==> config.mk <==
export PLATFORM = sky130hd
export DESIGN_NAME = psc_core
export DESIGN_NICKNAME = d
export VERILOG_FILES = /design/src/core/psc_pkg.sv /design/src/core/psc_core.sv
export SDC_FILE = /design/constraint.sdc
export NUM_CORES = 1
export LEC_CHECK = 0
export BUFFER_PORTS_ARGS = -buffer_cell sky130_fd_sc_hd__buf_2
export CORE_MARGIN = 2
export CORE_UTILIZATION = 40
export DETAILED_ROUTE_END_ITERATION = 10
export PLACE_DENSITY = 0.61
export SLEW_MARGIN = 20
export SYNTH_ARGS = -nofsm -noshare
export SYNTH_HDL_FRONTEND = slang
export SYNTH_SLANG_ARGS = --single-unit
==> constraint.sdc <==
create_clock -name pclk -period 3.6 [get_ports pclk]
set_clock_uncertainty 0.15 [all_clocks]
set_input_delay 0.72 -clock pclk [delete_from_list [all_inputs] [get_ports pclk]]
set_output_delay 0.72 -clock pclk [all_outputs]
set_load 0.03 [all_outputs]
==> src/core/psc_pkg.sv <==
// shared constants, types and register map of the pipelined sram pin block
package psc_pkg;

  // ------------------------------------------------------------------
  // array shape
  // ------------------------------------------------------------------
  localparam int LANES  = 4;
  localparam int LANE_W = 8;
  localparam int DATA_W = LANES * LANE_W;
  localparam int ADDR_W = 4;
  localparam int DEPTH  = 16;
  localparam int APB_AW = 8;

  // ------------------------------------------------------------------
  // register map and field positions
  // ------------------------------------------------------------------
  localparam logic [APB_AW-1:0] CTRL_OFF     = 8'h00;
  localparam logic [APB_AW-1:0] STATUS_OFF   = 8'h04;
  localparam logic [APB_AW-1:0] CAP_DATA_OFF = 8'h08;
  localparam logic [APB_AW-1:0] CAP_PAR_OFF  = 8'h0C;
  localparam logic [31:0]       CTRL_RST     = 32'h0000_0000;
  localparam int CTRL_CAPTURE_BIT = 0;
  localparam int STAT_SLEEP_BIT   = 0;
  localparam int STAT_ILV_BIT     = 1;
  localparam int STAT_FILL_LSB    = 2;
  localparam int STAT_DRIVE_BIT   = 4;
  localparam int STAT_BURST_LSB   = 5;
  localparam int STAT_TAP_LSB     = 8;

  // ------------------------------------------------------------------
  // reset values and counts
  // ------------------------------------------------------------------
  localparam logic [5:0] SYNC_RST    = 6'h1A; // oe_n, strap, tms high
  localparam logic [1:0] STRAP_WAIT  = 2'h3;  // edges before strap is taken
  localparam logic [1:0] IR_CAPTURE  = 2'h1;
  localparam logic [1:0] FIFO_DEPTH  = 2'h2;

  // ------------------------------------------------------------------
  // carriers
  // ------------------------------------------------------------------
  typedef struct packed {
    logic [LANES-1:0]  par;
    logic [DATA_W-1:0] data;
  } psc_word_t;

  typedef struct packed {
    logic              valid;
    logic              write;
    logic [ADDR_W-1:0] addr;
    logic [LANES-1:0]  lane_n;
  } psc_op_t;

  typedef struct packed {
    logic              psel;
    logic              penable;
    logic              pwrite;
    logic [APB_AW-1:0] paddr;
    logic [31:0]       pwdata;
  } psc_apb_req_t;

  typedef struct packed {
    logic [31:0] prdata;
    logic        pready;
    logic        pslverr;
  } psc_apb_rsp_t;

  typedef enum logic [3:0] {
    TAP_RESET, TAP_IDLE, TAP_SEL_DR, TAP_CAP_DR, TAP_SH_DR, TAP_EX1_DR,
    TAP_PA_DR, TAP_EX2_DR, TAP_UPD_DR, TAP_SEL_IR, TAP_CAP_IR, TAP_SH_IR,
    TAP_EX1_IR, TAP_PA_IR, TAP_EX2_IR, TAP_UPD_IR
  } psc_tap_t;

endpackage

==> src/core/psc_core.sv <==
// pin-level control of a pipelined burst sram with apb side registers
//
// How it works
// - core acts on a clock rise only while clock_gate_n is low
// - clock_gate_n high freezes pipeline, burst count, storage and read data, not the drive enable, and does not deselect
// - input data is taken into storage on the rising clock edge
// - read data driven is the word addressed at the preceding rise
// - data lines drive only while output_drive_n is low
// - float on write data phase, after deselect and while deselected
// - parity lines follow data lines, written per byte-lane select
// - strap high gives interleaved burst order, low gives linear
// - an open strap reads high through the pad, so interleaved
// - scan_out changes on the falling edge of the test clock
// - scan_in is sampled on the rising edge of the test clock
// - scan_mode_sel steers the tap machine on the test clock rise
// - sleep_request high enters sleep and keeps the stored words
// - sleep_request is low or open in use; the pad pulls it down
// - advance_or_load high steps the burst counter, low loads address
// - burst counter steps the two low address bits, wraps after four
`timescale 1ns/100ps
module psc_core
  import psc_pkg::*;
(
  input  wire logic                      pclk,
  input  wire logic                      presetn,
  input  wire psc_pkg::psc_apb_req_t     apb_req,
  output psc_pkg::psc_apb_rsp_t          apb_rsp,
  input  wire logic                      clock_gate_n,
  input  wire logic                      chip_sel1_n,
  input  wire logic                      chip_sel2,
  input  wire logic                      chip_sel3_n,
  input  wire logic                      write_n,
  input  wire logic                      advance_or_load,
  input  wire logic [psc_pkg::LANES-1:0]  byte_lane_write_n,
  input  wire logic [psc_pkg::ADDR_W-1:0] addr,
  input  wire psc_pkg::psc_word_t        data_in,
  output psc_pkg::psc_word_t             data_out,
  output logic                           data_oe_n,
  input  wire logic                      output_drive_n,
  input  wire logic                      burst_order_strap,
  input  wire logic                      sleep_request,
  input  wire logic                      scan_clk,
  input  wire logic                      scan_mode_sel,
  input  wire logic                      scan_in,
  output logic                           scan_out,
  output logic                           snoop_ready
);

  import psc_pkg::*;

  // ------------------------------------------------------------------
  // declarations
  // ------------------------------------------------------------------
  logic [5:0]        pin_meta;
  logic [5:0]        pin_sync;
  logic              tck_last;
  logic [1:0]        strap_cnt;
  logic              interleave;
  logic              sleep_active;
  psc_op_t           op1;
  psc_op_t           op2;
  logic [ADDR_W-1:0] base_addr;
  logic [1:0]        burst_cnt;
  logic              burst_valid;
  logic              burst_write;
  logic              read_valid;
  logic [31:0]       ctrl;
  psc_word_t         fifo_mem [FIFO_DEPTH];
  logic              fifo_wp;
  logic              fifo_rp;
  logic [1:0]        fifo_cnt;
  psc_tap_t          tap_state;
  psc_tap_t          next_tap;
  logic [1:0]        ir;
  logic              bypass;
  psc_word_t         rd_word;

  // ------------------------------------------------------------------
  // pin synchronisers
  // ------------------------------------------------------------------
  wire [5:0] pin_raw = {sleep_request, output_drive_n, burst_order_strap,
                        scan_clk, scan_mode_sel, scan_in};

  // two flops on every asynchronous pin
  always_ff @(posedge pclk or negedge presetn) begin
    if (!presetn) begin
      pin_meta <= SYNC_RST;
      pin_sync <= SYNC_RST;
    end else begin
      pin_meta <= pin_raw;
      pin_sync <= pin_meta;
    end
  end

  wire sleep_s = pin_sync[5];
  wire oe_n_s  = pin_sync[4];
  wire strap_s = pin_sync[3];
  wire tck_s   = pin_sync[2];
  wire tms_s   = pin_sync[1];
  wire tdi_s   = pin_sync[0];

  // ------------------------------------------------------------------
  // strap and sleep
  // ------------------------------------------------------------------
  // strap taken once, after the synchroniser has filled
  always_ff @(posedge pclk or negedge presetn) begin
    if (!presetn) begin
      strap_cnt  <= 2'h0;
      interleave <= 1'b1;
    end else if (strap_cnt != STRAP_WAIT) begin
      strap_cnt  <= strap_cnt + 2'h1;
      interleave <= strap_s;
    end
  end

  // sleep follows the pin, storage is never touched by it
  always_ff @(posedge pclk or negedge presetn) begin
    if (!presetn) begin
      sleep_active <= 1'b0;
    end else begin
      sleep_active <= sleep_s;
    end
  end

  // ------------------------------------------------------------------
  // core qualification and op decode
  // ------------------------------------------------------------------
  wire capture_en = ctrl[CTRL_CAPTURE_BIT];
  wire op2_wr     = op2.valid & op2.write;
  wire fifo_full  = (fifo_cnt == FIFO_DEPTH);
  wire fifo_stall = capture_en & op2_wr & fifo_full;
  wire core_en    = ~clock_gate_n & ~fifo_stall;
  wire selected   = ~chip_sel1_n & chip_sel2 & ~chip_sel3_n & ~sleep_active;
  wire load       = ~advance_or_load;

  // burst address low bits in the order picked by the strap
  wire [1:0] cnt_inc  = burst_cnt + 2'h1;
  wire [1:0] start_lo = base_addr[1:0];
  wire [1:0] ilv_lo   = start_lo ^ cnt_inc;
  wire [1:0] lin_lo   = start_lo + cnt_inc;
  wire [1:0] burst_lo = interleave ? ilv_lo : lin_lo;
  wire [ADDR_W-1:0] burst_addr = {base_addr[ADDR_W-1:2], burst_lo};

  // a load takes fresh pins, an advance repeats the latched op type
  wire psc_op_t load_op = '{valid:  selected,
                            write:  ~write_n,
                            addr:   addr,
                            lane_n: byte_lane_write_n};
  wire psc_op_t adv_op  = '{valid:  burst_valid & ~sleep_active,
                            write:  burst_write,
                            addr:   burst_addr,
                            lane_n: byte_lane_write_n};
  wire psc_op_t next_op1 = load ? load_op : adv_op;

  // ------------------------------------------------------------------
  // address pipeline and burst counter
  // ------------------------------------------------------------------
  // held whole while the clock is gated
  always_ff @(posedge pclk or negedge presetn) begin
    if (!presetn) begin
      op1 <= '0;
      op2 <= '0;
    end else if (core_en) begin
      op1 <= next_op1;
      op2 <= op1;
    end
  end

  // load restarts the count, advance steps and wraps it
  always_ff @(posedge pclk or negedge presetn) begin
    if (!presetn) begin
      base_addr   <= '0;
      burst_cnt   <= 2'h0;
      burst_valid <= 1'b0;
      burst_write <= 1'b0;
    end else if (core_en && load) begin
      base_addr   <= addr;
      burst_cnt   <= 2'h0;
      burst_valid <= selected;
      burst_write <= ~write_n;
    end else if (core_en) begin
      burst_cnt   <= cnt_inc;
    end
  end

  // ------------------------------------------------------------------
  // storage, one array per byte lane with its parity bit
  // ------------------------------------------------------------------
  for (genvar g = 0; g < LANES; g++) begin : g_lane
    logic [LANE_W:0] store [DEPTH];
    wire             lane_wr = op2_wr & ~op2.lane_n[g];
    wire [LANE_W:0]  pin_v   = {data_in.par[g],
                                data_in.data[g*LANE_W +: LANE_W]};
    wire             fwd     = lane_wr & (op2.addr == op1.addr);
    wire [LANE_W:0]  rd_v    = fwd ? pin_v : store[op1.addr];

    // write data taken at the rise after the dead cycle
    always_ff @(posedge pclk) begin
      if (core_en && lane_wr) begin
        store[op2.addr] <= pin_v;
      end
    end

    assign rd_word.par[g]                     = rd_v[LANE_W];
    assign rd_word.data[g*LANE_W +: LANE_W]   = rd_v[LANE_W-1:0];
  end

  // ------------------------------------------------------------------
  // output register and drive control
  // ------------------------------------------------------------------
  wire op1_rd     = op1.valid & ~op1.write;
  wire next_rvld  = core_en ? op1_rd : read_valid;
  wire next_drive = next_rvld & ~oe_n_s & ~sleep_s;

  // data of the op captured one rise earlier
  always_ff @(posedge pclk or negedge presetn) begin
    if (!presetn) begin
      read_valid <= 1'b0;
      data_out   <= '0;
    end else if (core_en) begin
      read_valid <= op1_rd;
      if (op1_rd) begin
        data_out <= rd_word;
      end
    end
  end

  // enable tracks the drive pin even while gated
  always_ff @(posedge pclk or negedge presetn) begin
    if (!presetn) begin
      data_oe_n <= 1'b1;
    end else begin
      data_oe_n <= ~next_drive;
    end
  end

  // ------------------------------------------------------------------
  // write capture buffer
  // ------------------------------------------------------------------
  wire apb_first = apb_req.psel & apb_req.penable & ~apb_rsp.pready;
  wire apb_done  = apb_req.psel & apb_req.penable & apb_rsp.pready;
  wire hit_ctrl  = (apb_req.paddr == CTRL_OFF);
  wire hit_stat  = (apb_req.paddr == STATUS_OFF);
  wire hit_cdat  = (apb_req.paddr == CAP_DATA_OFF);
  wire hit_cpar  = (apb_req.paddr == CAP_PAR_OFF);
  wire push      = core_en & capture_en & op2_wr;
  wire pop       = apb_done & ~apb_req.pwrite & hit_cdat & (fifo_cnt != 2'h0);
  wire [1:0] next_cnt = fifo_cnt + {1'b0, push} - {1'b0, pop};

  // two entries; a full buffer stalls the core rather than drop a word
  always_ff @(posedge pclk or negedge presetn) begin
    if (!presetn) begin
      fifo_wp     <= 1'b0;
      fifo_rp     <= 1'b0;
      fifo_cnt    <= 2'h0;
      snoop_ready <= 1'b1;
    end else begin
      fifo_wp     <= fifo_wp ^ push;
      fifo_rp     <= fifo_rp ^ pop;
      fifo_cnt    <= next_cnt;
      snoop_ready <= (next_cnt != FIFO_DEPTH);
    end
  end

  // entry storage
  always_ff @(posedge pclk) begin
    if (push) begin
      fifo_mem[fifo_wp] <= data_in;
    end
  end

  // ------------------------------------------------------------------
  // apb slave
  // ------------------------------------------------------------------
  wire mapped   = hit_ctrl | hit_stat | hit_cdat | hit_cpar;
  wire bad_wr   = apb_req.pwrite & ~hit_ctrl;
  psc_word_t fifo_head;
  assign fifo_head = fifo_mem[fifo_rp];

  wire [31:0] stat_word = {20'h0_0000, tap_state, 1'b0, burst_cnt,
                           ~data_oe_n, fifo_cnt, interleave, sleep_active};
  wire [31:0] cpar_word = {28'h000_0000, fifo_head.par};
  wire [31:0] rd_mux    = hit_ctrl ? ctrl :
                          hit_stat ? stat_word :
                          hit_cdat ? fifo_head.data :
                          hit_cpar ? cpar_word : 32'h0000_0000;

  // one wait state, answer sampled at the second access edge
  always_ff @(posedge pclk or negedge presetn) begin
    if (!presetn) begin
      apb_rsp <= '0;
    end else begin
      apb_rsp.pready <= apb_first;
      if (apb_first) begin
        apb_rsp.prdata  <= apb_req.pwrite ? 32'h0000_0000 : rd_mux;
        apb_rsp.pslverr <= ~mapped | bad_wr;
      end
    end
  end

  // control word, written at the completing edge
  always_ff @(posedge pclk or negedge presetn) begin
    if (!presetn) begin
      ctrl <= CTRL_RST;
    end else if (apb_done && apb_req.pwrite && hit_ctrl) begin
      ctrl <= {31'h0000_0000, apb_req.pwdata[CTRL_CAPTURE_BIT]};
    end
  end

  // ------------------------------------------------------------------
  // scan port
  // ------------------------------------------------------------------
  wire tck_rise = tck_s & ~tck_last;
  wire tck_fall = ~tck_s & tck_last;

  // tap state step chosen by the mode select
  always_comb begin
    next_tap = tap_state;
    case (tap_state)
      TAP_RESET:  next_tap = tms_s ? TAP_RESET  : TAP_IDLE;
      TAP_IDLE:   next_tap = tms_s ? TAP_SEL_DR : TAP_IDLE;
      TAP_SEL_DR: next_tap = tms_s ? TAP_SEL_IR : TAP_CAP_DR;
      TAP_CAP_DR: next_tap = tms_s ? TAP_EX1_DR : TAP_SH_DR;
      TAP_SH_DR:  next_tap = tms_s ? TAP_EX1_DR : TAP_SH_DR;
      TAP_EX1_DR: next_tap = tms_s ? TAP_UPD_DR : TAP_PA_DR;
      TAP_PA_DR:  next_tap = tms_s ? TAP_EX2_DR : TAP_PA_DR;
      TAP_EX2_DR: next_tap = tms_s ? TAP_UPD_DR : TAP_SH_DR;
      TAP_UPD_DR: next_tap = tms_s ? TAP_SEL_DR : TAP_IDLE;
      TAP_SEL_IR: next_tap = tms_s ? TAP_RESET  : TAP_CAP_IR;
      TAP_CAP_IR: next_tap = tms_s ? TAP_EX1_IR : TAP_SH_IR;
      TAP_SH_IR:  next_tap = tms_s ? TAP_EX1_IR : TAP_SH_IR;
      TAP_EX1_IR: next_tap = tms_s ? TAP_UPD_IR : TAP_PA_IR;
      TAP_PA_IR:  next_tap = tms_s ? TAP_EX2_IR : TAP_PA_IR;
      TAP_EX2_IR: next_tap = tms_s ? TAP_UPD_IR : TAP_SH_IR;
      TAP_UPD_IR: next_tap = tms_s ? TAP_SEL_DR : TAP_IDLE;
      default:    next_tap = TAP_RESET;
    endcase
  end

  // state and shift paths move on the test clock rise
  always_ff @(posedge pclk or negedge presetn) begin
    if (!presetn) begin
      tck_last  <= 1'b0;
      tap_state <= TAP_RESET;
      ir        <= IR_CAPTURE;
      bypass    <= 1'b0;
    end else begin
      tck_last <= tck_s;
      if (tck_rise) begin
        tap_state <= next_tap;
        case (tap_state)
          TAP_CAP_IR: ir     <= IR_CAPTURE;
          TAP_SH_IR:  ir     <= {tdi_s, ir[1]};
          TAP_CAP_DR: bypass <= 1'b0;
          TAP_SH_DR:  bypass <= tdi_s;
          default:    bypass <= bypass;
        endcase
      end
    end
  end

  // serial out moves on the test clock fall
  always_ff @(posedge pclk or negedge presetn) begin
    if (!presetn) begin
      scan_out <= 1'b0;
    end else if (tck_fall) begin
      scan_out <= (tap_state == TAP_SH_IR) ? ir[0] :
                  (tap_state == TAP_SH_DR) ? bypass : 1'b0;
    end
  end

endmodule

=== Word level (Yosys, flattened, before mapping) ===
Memory sizes are Yosys's and may differ from the RTL's. A register that Yosys moved wholly into a read port is not among the register bits.
Cells that the tools add are included.

* Bits in registers: 95
* RAM bits: 648
* Output and inout bits: 73
* Memories: 5

{| class="wikitable"
|+ Memory list
! memory !! words !! width !! rd ports !! clocked after memory_dff !! write ports !! line !! source
|-
| g_lane[0].store || 16 || 9 || 1 || 1 || 1 || psc_core.sv:190 || <nowiki>logic [LANE_W:0] store [DEPTH];</nowiki>
|-
| g_lane[1].store || 16 || 9 || 1 || 1 || 1 || psc_core.sv:190 ||
|-
| g_lane[2].store || 16 || 9 || 1 || 1 || 1 || psc_core.sv:190 ||
|-
| g_lane[3].store || 16 || 9 || 1 || 1 || 1 || psc_core.sv:190 ||
|-
| fifo_mem || 2 || 36 || 1 || 0 || 1 || psc_core.sv:68 || <nowiki>psc_word_t fifo_mem [FIFO_DEPTH];</nowiki>
|}

* Add/sub/neg operators: 5
* Eq/ne operators: 21
* Muxes and demuxes: 37
* Bitwise operators: 55
* Reduce and logical (&&, ||, !) cells: 23

{| class="wikitable"
|+ Operators with widths
! cell !! number
|-
| $mux 32 || 4
|-
| $pmux 4 s12 || 1
|-
| $eq 4x4->1 const B || 8
|-
| $and 1x1->1 || 26
|-
| $not 1->1 || 22
|-
| $mux 4 || 5
|-
| $eq 4x3->1 const B || 4
|-
| $eq 8x4->1 const B || 2
|-
| $mux 1 || 16
|-
| $mux 2 || 6
|-
| $mux 10 || 1
|-
| $eq 4x2->1 const B || 2
|-
| $eq 8x3->1 const B || 1
|-
| $logic_not 8->1 || 1
|-
| $reduce_bool 2->1 || 4
|-
| $logic_and 1x1->1 || 7
|-
| $mux 3 || 2
|-
| $reduce_and 2->1 || 3
|-
| $add 2x1->2 const B || 2
|-
| $eq 4x1->1 const B || 1
|-
| $logic_not 1->1 || 4
|-
| $logic_not 4->1 || 1
|-
| $ne 2x2->1 const B || 2
|-
| $or 1x1->1 || 4
|-
| other kinds (10) || 12
|}

=== Depth between registers and ports, before layout ===
* Word-level depth: 10
* Gate-level depth with buffers: 10
* Mapped depth without buffers: 9

=== Worst setup path before layout ===
Ideal clock, no wire load.

* Path kind: input to register
* Start: input clock_gate_n
* End: memory g_lane[2].store[0][0] (netlist bit), enable pin
* Setup time: 0.374 ns
* Arrival time: 2.298 ns
* Data required time: 3.076 ns
* Setup slack: 0.778 ns
* Cell stages on the path: 6
* Path through: nand3b_1 or3_1 clkbuf_1 buf_2 buf_2 nor2_1

* Word-level cells in the longest chain between the ends: 5

{| class="wikitable"
|+ Ends and longest elaborated chain
! item !! line !! source
|-
| start: declaration || psc_core.sv:28 || <nowiki>input wire logic clock_gate_n,</nowiki>
|-
| $not 1->1 || psc_core.sv:132 || <nowiki>wire core_en = ~clock_gate_n & ~fifo_stall;</nowiki>
|-
| $and 1x1->1 || psc_core.sv:132 ||
|-
| $logic_and 1x1->1 || psc_core.sv:199 || <nowiki>if (core_en && lane_wr) begin</nowiki>
|-
| $mux 1 || psc_core.sv:199 ||
|-
| $mux 1 (not written as such) || psc_core.sv:200 || <nowiki>store[op2.addr] <= pin_v;</nowiki>
|-
| end: declaration || psc_core.sv:190 ||
|}

No other way between the ends.

==> results.md <==
- Traced cell by cell, the critical path runs through buf_12 > buf_4 > mux4_2 > mux2_2 > a221oi_1 > a211oi_1.
- Data on the critical path is required at its endpoint by 3.96 ns.
- Fill cells in the final layout number 6422.
- Summing all non-filler instances in the final layout gives an area of 36000 sq um.
- The area of the mapped netlist is 30800 sq um.
- The final wirelength is 77300 um.
- The overall die area is 79100 sq um.
- The Yosys warning count is 0.
- The final-layout setup total negative slack is 0 ns.
- The buffer depth of the longest clock path is 3.
- The most used flip-flop cell after synthesis is edfxtp_1.
- The final worst-path cycle share is 0.805.
- The wire length of the first global-routing pass is 114000 um.
- The number of buffers added to fix hold violations after cts is 0.
- The relative contribution of the clock network to total power is 0.385.
- The non-filler instance count after layout is 3076.
- The final core utilization is 0.474.
- In this run the count of I/O pins placed on the die edge is 174.
- The slowest cell on the critical path is dfrtp_4.
- The commonest cells after synthesis are 648 x edfxtp_1, 121 x dfrtp_1, 116 x nor2_1.
- Internal power comes to 16300 uW.
- At the end of routability-driven placement, the weighted congestion stood at 0.814.
- The run finished with clean final reports.
- Clock latency on the worst-skew pair, taken at its later pin, is 0.64 ns.
- Synthesis produced 1738 cells.
- In the routed design, unresolved DRC markers number 0.
- The synthesized netlist net count is 1845.
- The area of placed instances is 33300 sq um.
- The slew at the pin closest to its max-slew limit is 1.11 ns.
- The share of synthesized area occupied by flip-flops and latches is 0.740.
- For this run the aggregate overflow at the end of global routing stands at 0.
- The clock tree from TritonCTS is built.
- The area added between synthesis and finish is 17.2%.
- In the final layout, the share of cells above drive strength 1 is 0.284.
- Summed over all cells, the static leakage comes to 0.0124 uW.
- For this configuration, the core starts out at a cell density of 0.404.
- In the synthesized netlist the async set-or-reset flop fraction comes to 0.168.
- The CTS clock-pin slew for the worst setup and hold paths is 0.06 ns.
- STA classifies the critical path startpoint as a register.
- After layout, the minimum clock period comes to 2.90 ns.
- Dividing the synthesized area by the synthesized cell count gives 17.7 sq um.
- Of the total power, registers draw 0.475.
- The worst setup path category is register to register.
- The kind of end point of the critical path is a register.
- The total clock buffers created by CTS is 80.
- In the post-synthesis netlist, the biggest area contributors are edfxtp_1 63%, dfrtp_1 9.8%, mux4_2 8.0%, mux2i_1 3.5%, a221oi_1 2.0%.
- The post-detailed-route via-to-cell ratio is 5.57.
- The number of endpoints with negative hold slack in the final report is 0.
- The number of nets at the end of the flow is 2087.
- The worst hold path belongs to the class primary input to async pin.
- The maximum fanout along the worst path is 33.
- The number of nets with antenna violations after routing is 0.
- The average routed wire per standard cell is 25.1 um.
- The initial antenna violation count is 2.
- Measured along the y axis, the die boundary spans 281 um.
- The max capacitance violation total is 0.
- Headroom to the max-slew limit came out at 0.257.
- Entering global routing, the biggest net connects 79 pins.
- The number of setup buffers added after CTS is 0.
- The number of register bits inferred by synthesis is 779.
- The global routing usage summed across all routing layers is 0.196.
- The via total after detailed routing is 17124.
- Setup repair after global routing left no endpoint under its margin.
- The count of different cell masters after synthesis is 62.
- The number of placement rows is 101.
- The via count of the first global-routing pass is 17455.
- The data arrival at the endpoint of the critical path is 3.25 ns.
- The achievable clock frequency is 0.345 GHz.
- During placement, the flow inserted port buffers numbering 142.
- The wire-length estimate of the detail-placed layout is 49700 um.
- The number of max-slew violations in the final report is 0.
- The combinational share of power is 0.140.
- After clock tree synthesis, the repair step resized 0 gates.
- The clock tree root driver cell is clkbuf_16.
- In this run the power density over the cells is 609 nW/um^2.
- Summed over all instances, the cell type with the most area after synthesis is edfxtp_1.
- In this run, placement finished with an instance count of 2928.
- Of the total power, the share spent switching nets is 0.258.
- The area of the core region is 76100 sq um.
- The net switching power is 5670 uW.
- The total chip power is 22000 uW.
- The TritonCTS sink count is 779.
- In this design, the stage delay of the slowest critical-path cell is 0.84 ns.
- The portion of synthesized cell area occupied by the leading cell type is 0.633.
- In the post-synthesis netlist, the cell with the most instances is edfxtp_1.
- The detailed-routing iteration count for the pre-antenna-repair pass is 5.
- VDD sags by at most 0.341 mV.
- CTS built an H-tree with a depth of 3.
- The number of flops mapped to enable cells by yosys is 648.
- From left edge to right edge, the die measures 281 um.
- Setup violations remaining at the end of the flow were counted as 0.
- The DRC violation total after the first TritonRoute iteration is 1733.
## logic make-up (layout without fill, tap and decap cells)
| group | count (synthesis) | in the layout | share of synthesized area |
|---|---|---|---|
| other | 0 | 1 | 0 |
| xor gates and xnor gates | 11 | 11 | 0.00358 |
| muxes | 262 | 262 | 0.132 |
| and+or+nand+nor | 308 | 308 | 0.0476 |
| DFF | 779 | 779 | 0.740 |
| adders and majority gates | 6 | 6 | 0.00244 |
| buffers and inverters | 133 | 440 | 0.0197 |
| AOI/OAI and AO/OA | 239 | 239 | 0.0554 |
## registers in the layout (all words and copies together), names as in the netlist, 2 cells and up
| name | flops |
|---|---|
| strap_cnt | 2 |
| g_lane.store | 576 |
| fifo_mem | 72 |
| pin_sync | 6 |
| ir | 2 |
| burst_cnt | 2 |
| apb_rsp | 34 |
| op2 | 10 |
| data_out | 36 |
| fifo_cnt | 2 |
| tap_state | 4 |
| op1 | 10 |
| base_addr | 4 |
| pin_meta | 6 |
## cells in the final DEF, fill, tap and decap left out, types with 8 or more instances in the layout
master     instances
bufinv_16          9
clkinv_1          15
buf_12             8
buf_2            141
inv_1             14
nand3_1           13
a211oi_1          39
xnor2_1            8
clkbuf_1          14
mux2_2            46
dfstp_2           10
buf_4            128
nand2_1           90
a22o_1             9
dfrtp_1          118
o21ai_0           43
mux4_2           109
clkinv_2          10
clkbuf_16         83
o21ai_1           31
nor2_1           116
edfxtp_1         648
a221oi_1          71
nor4_1            37
mux2i_1          107
nor2b_1           15
a21oi_1           14
## through the flow
step	hold WS, ns	worst slack, ns
finish	0.0443	0.702
global route	0.0386	0.650
CTS	0.0171	0.733
detailed placement	0.189	0.700
global placement	0.184	0.678
floorplan	0.181	0.778
## layer usage
layer	GRT usage	part of all wire	vias up
li1	-	-	7427
met1	0.260	0.41	8951
met2	0.325	0.49	612
met3	0.0366	0.073	132
met4	0.0693	0.026	2
met5	0	0.00017	-
## critical path, delay by kind of cell, from the launching register on
family                 cells  cell delay, ns
DFF                        1            0.84
AOI/OAI and AO/OA          2            0.55
muxes                      2            0.61
buffers and inverters      2            0.57
## path summary, 6_finish.rpt
| kind | cells after the start | from | to | slack [ns] |
|---|---|---|---|---|
| hold / removal | 1 | presetn | apb_rsp[6] | 0.04 |
| setup reg to reg | 6 | op1[6] | data_out[12] | 0.70 |
| min in group pclk | 1 | burst_order_strap | pin_meta[3] | 0.05 |
| setup / recovery | 6 | op1[6] | data_out[12] | 0.70 |
| hold reg to reg | 0 | pin_meta[5] | pin_sync[5] | 0.20 |
| max in group asynchronous | 2 | presetn | data_out[33] | 2.35 |
## power by group through the flow
stage          Clock, uW  Combinational (uW)  Sequential [uW]
2_1_floorplan          0                1760            10700
3_3_place_gp           0                3050            10600
3_5_place_dp           0                3100            10600
4_1_cts             8600                3110            10400
5_1_grt             8940                3290            10500
6_report            8460                3070            10400
## area by class of cell
| cell class | instances | area [sq um] | share of cell area |
|---|---|---|---|
| antenna | 1 | 2.50 | 0.0000694 |
| clock buffer | 104 | 2230 | 0.0618 |
| clock inverter | 43 | 459 | 0.0127 |
| inverter | 15 | 56.3 | 0.00156 |
| multi-input combinational | 826 | 7410 | 0.206 |
| sequential | 779 | 22800 | 0.632 |
| tap | 1030 | 1290 | 0.0358 |
| timing repair buffer | 278 | 1840 | 0.0510 |
No activity file was read; power rests on OpenSTA's default activity.
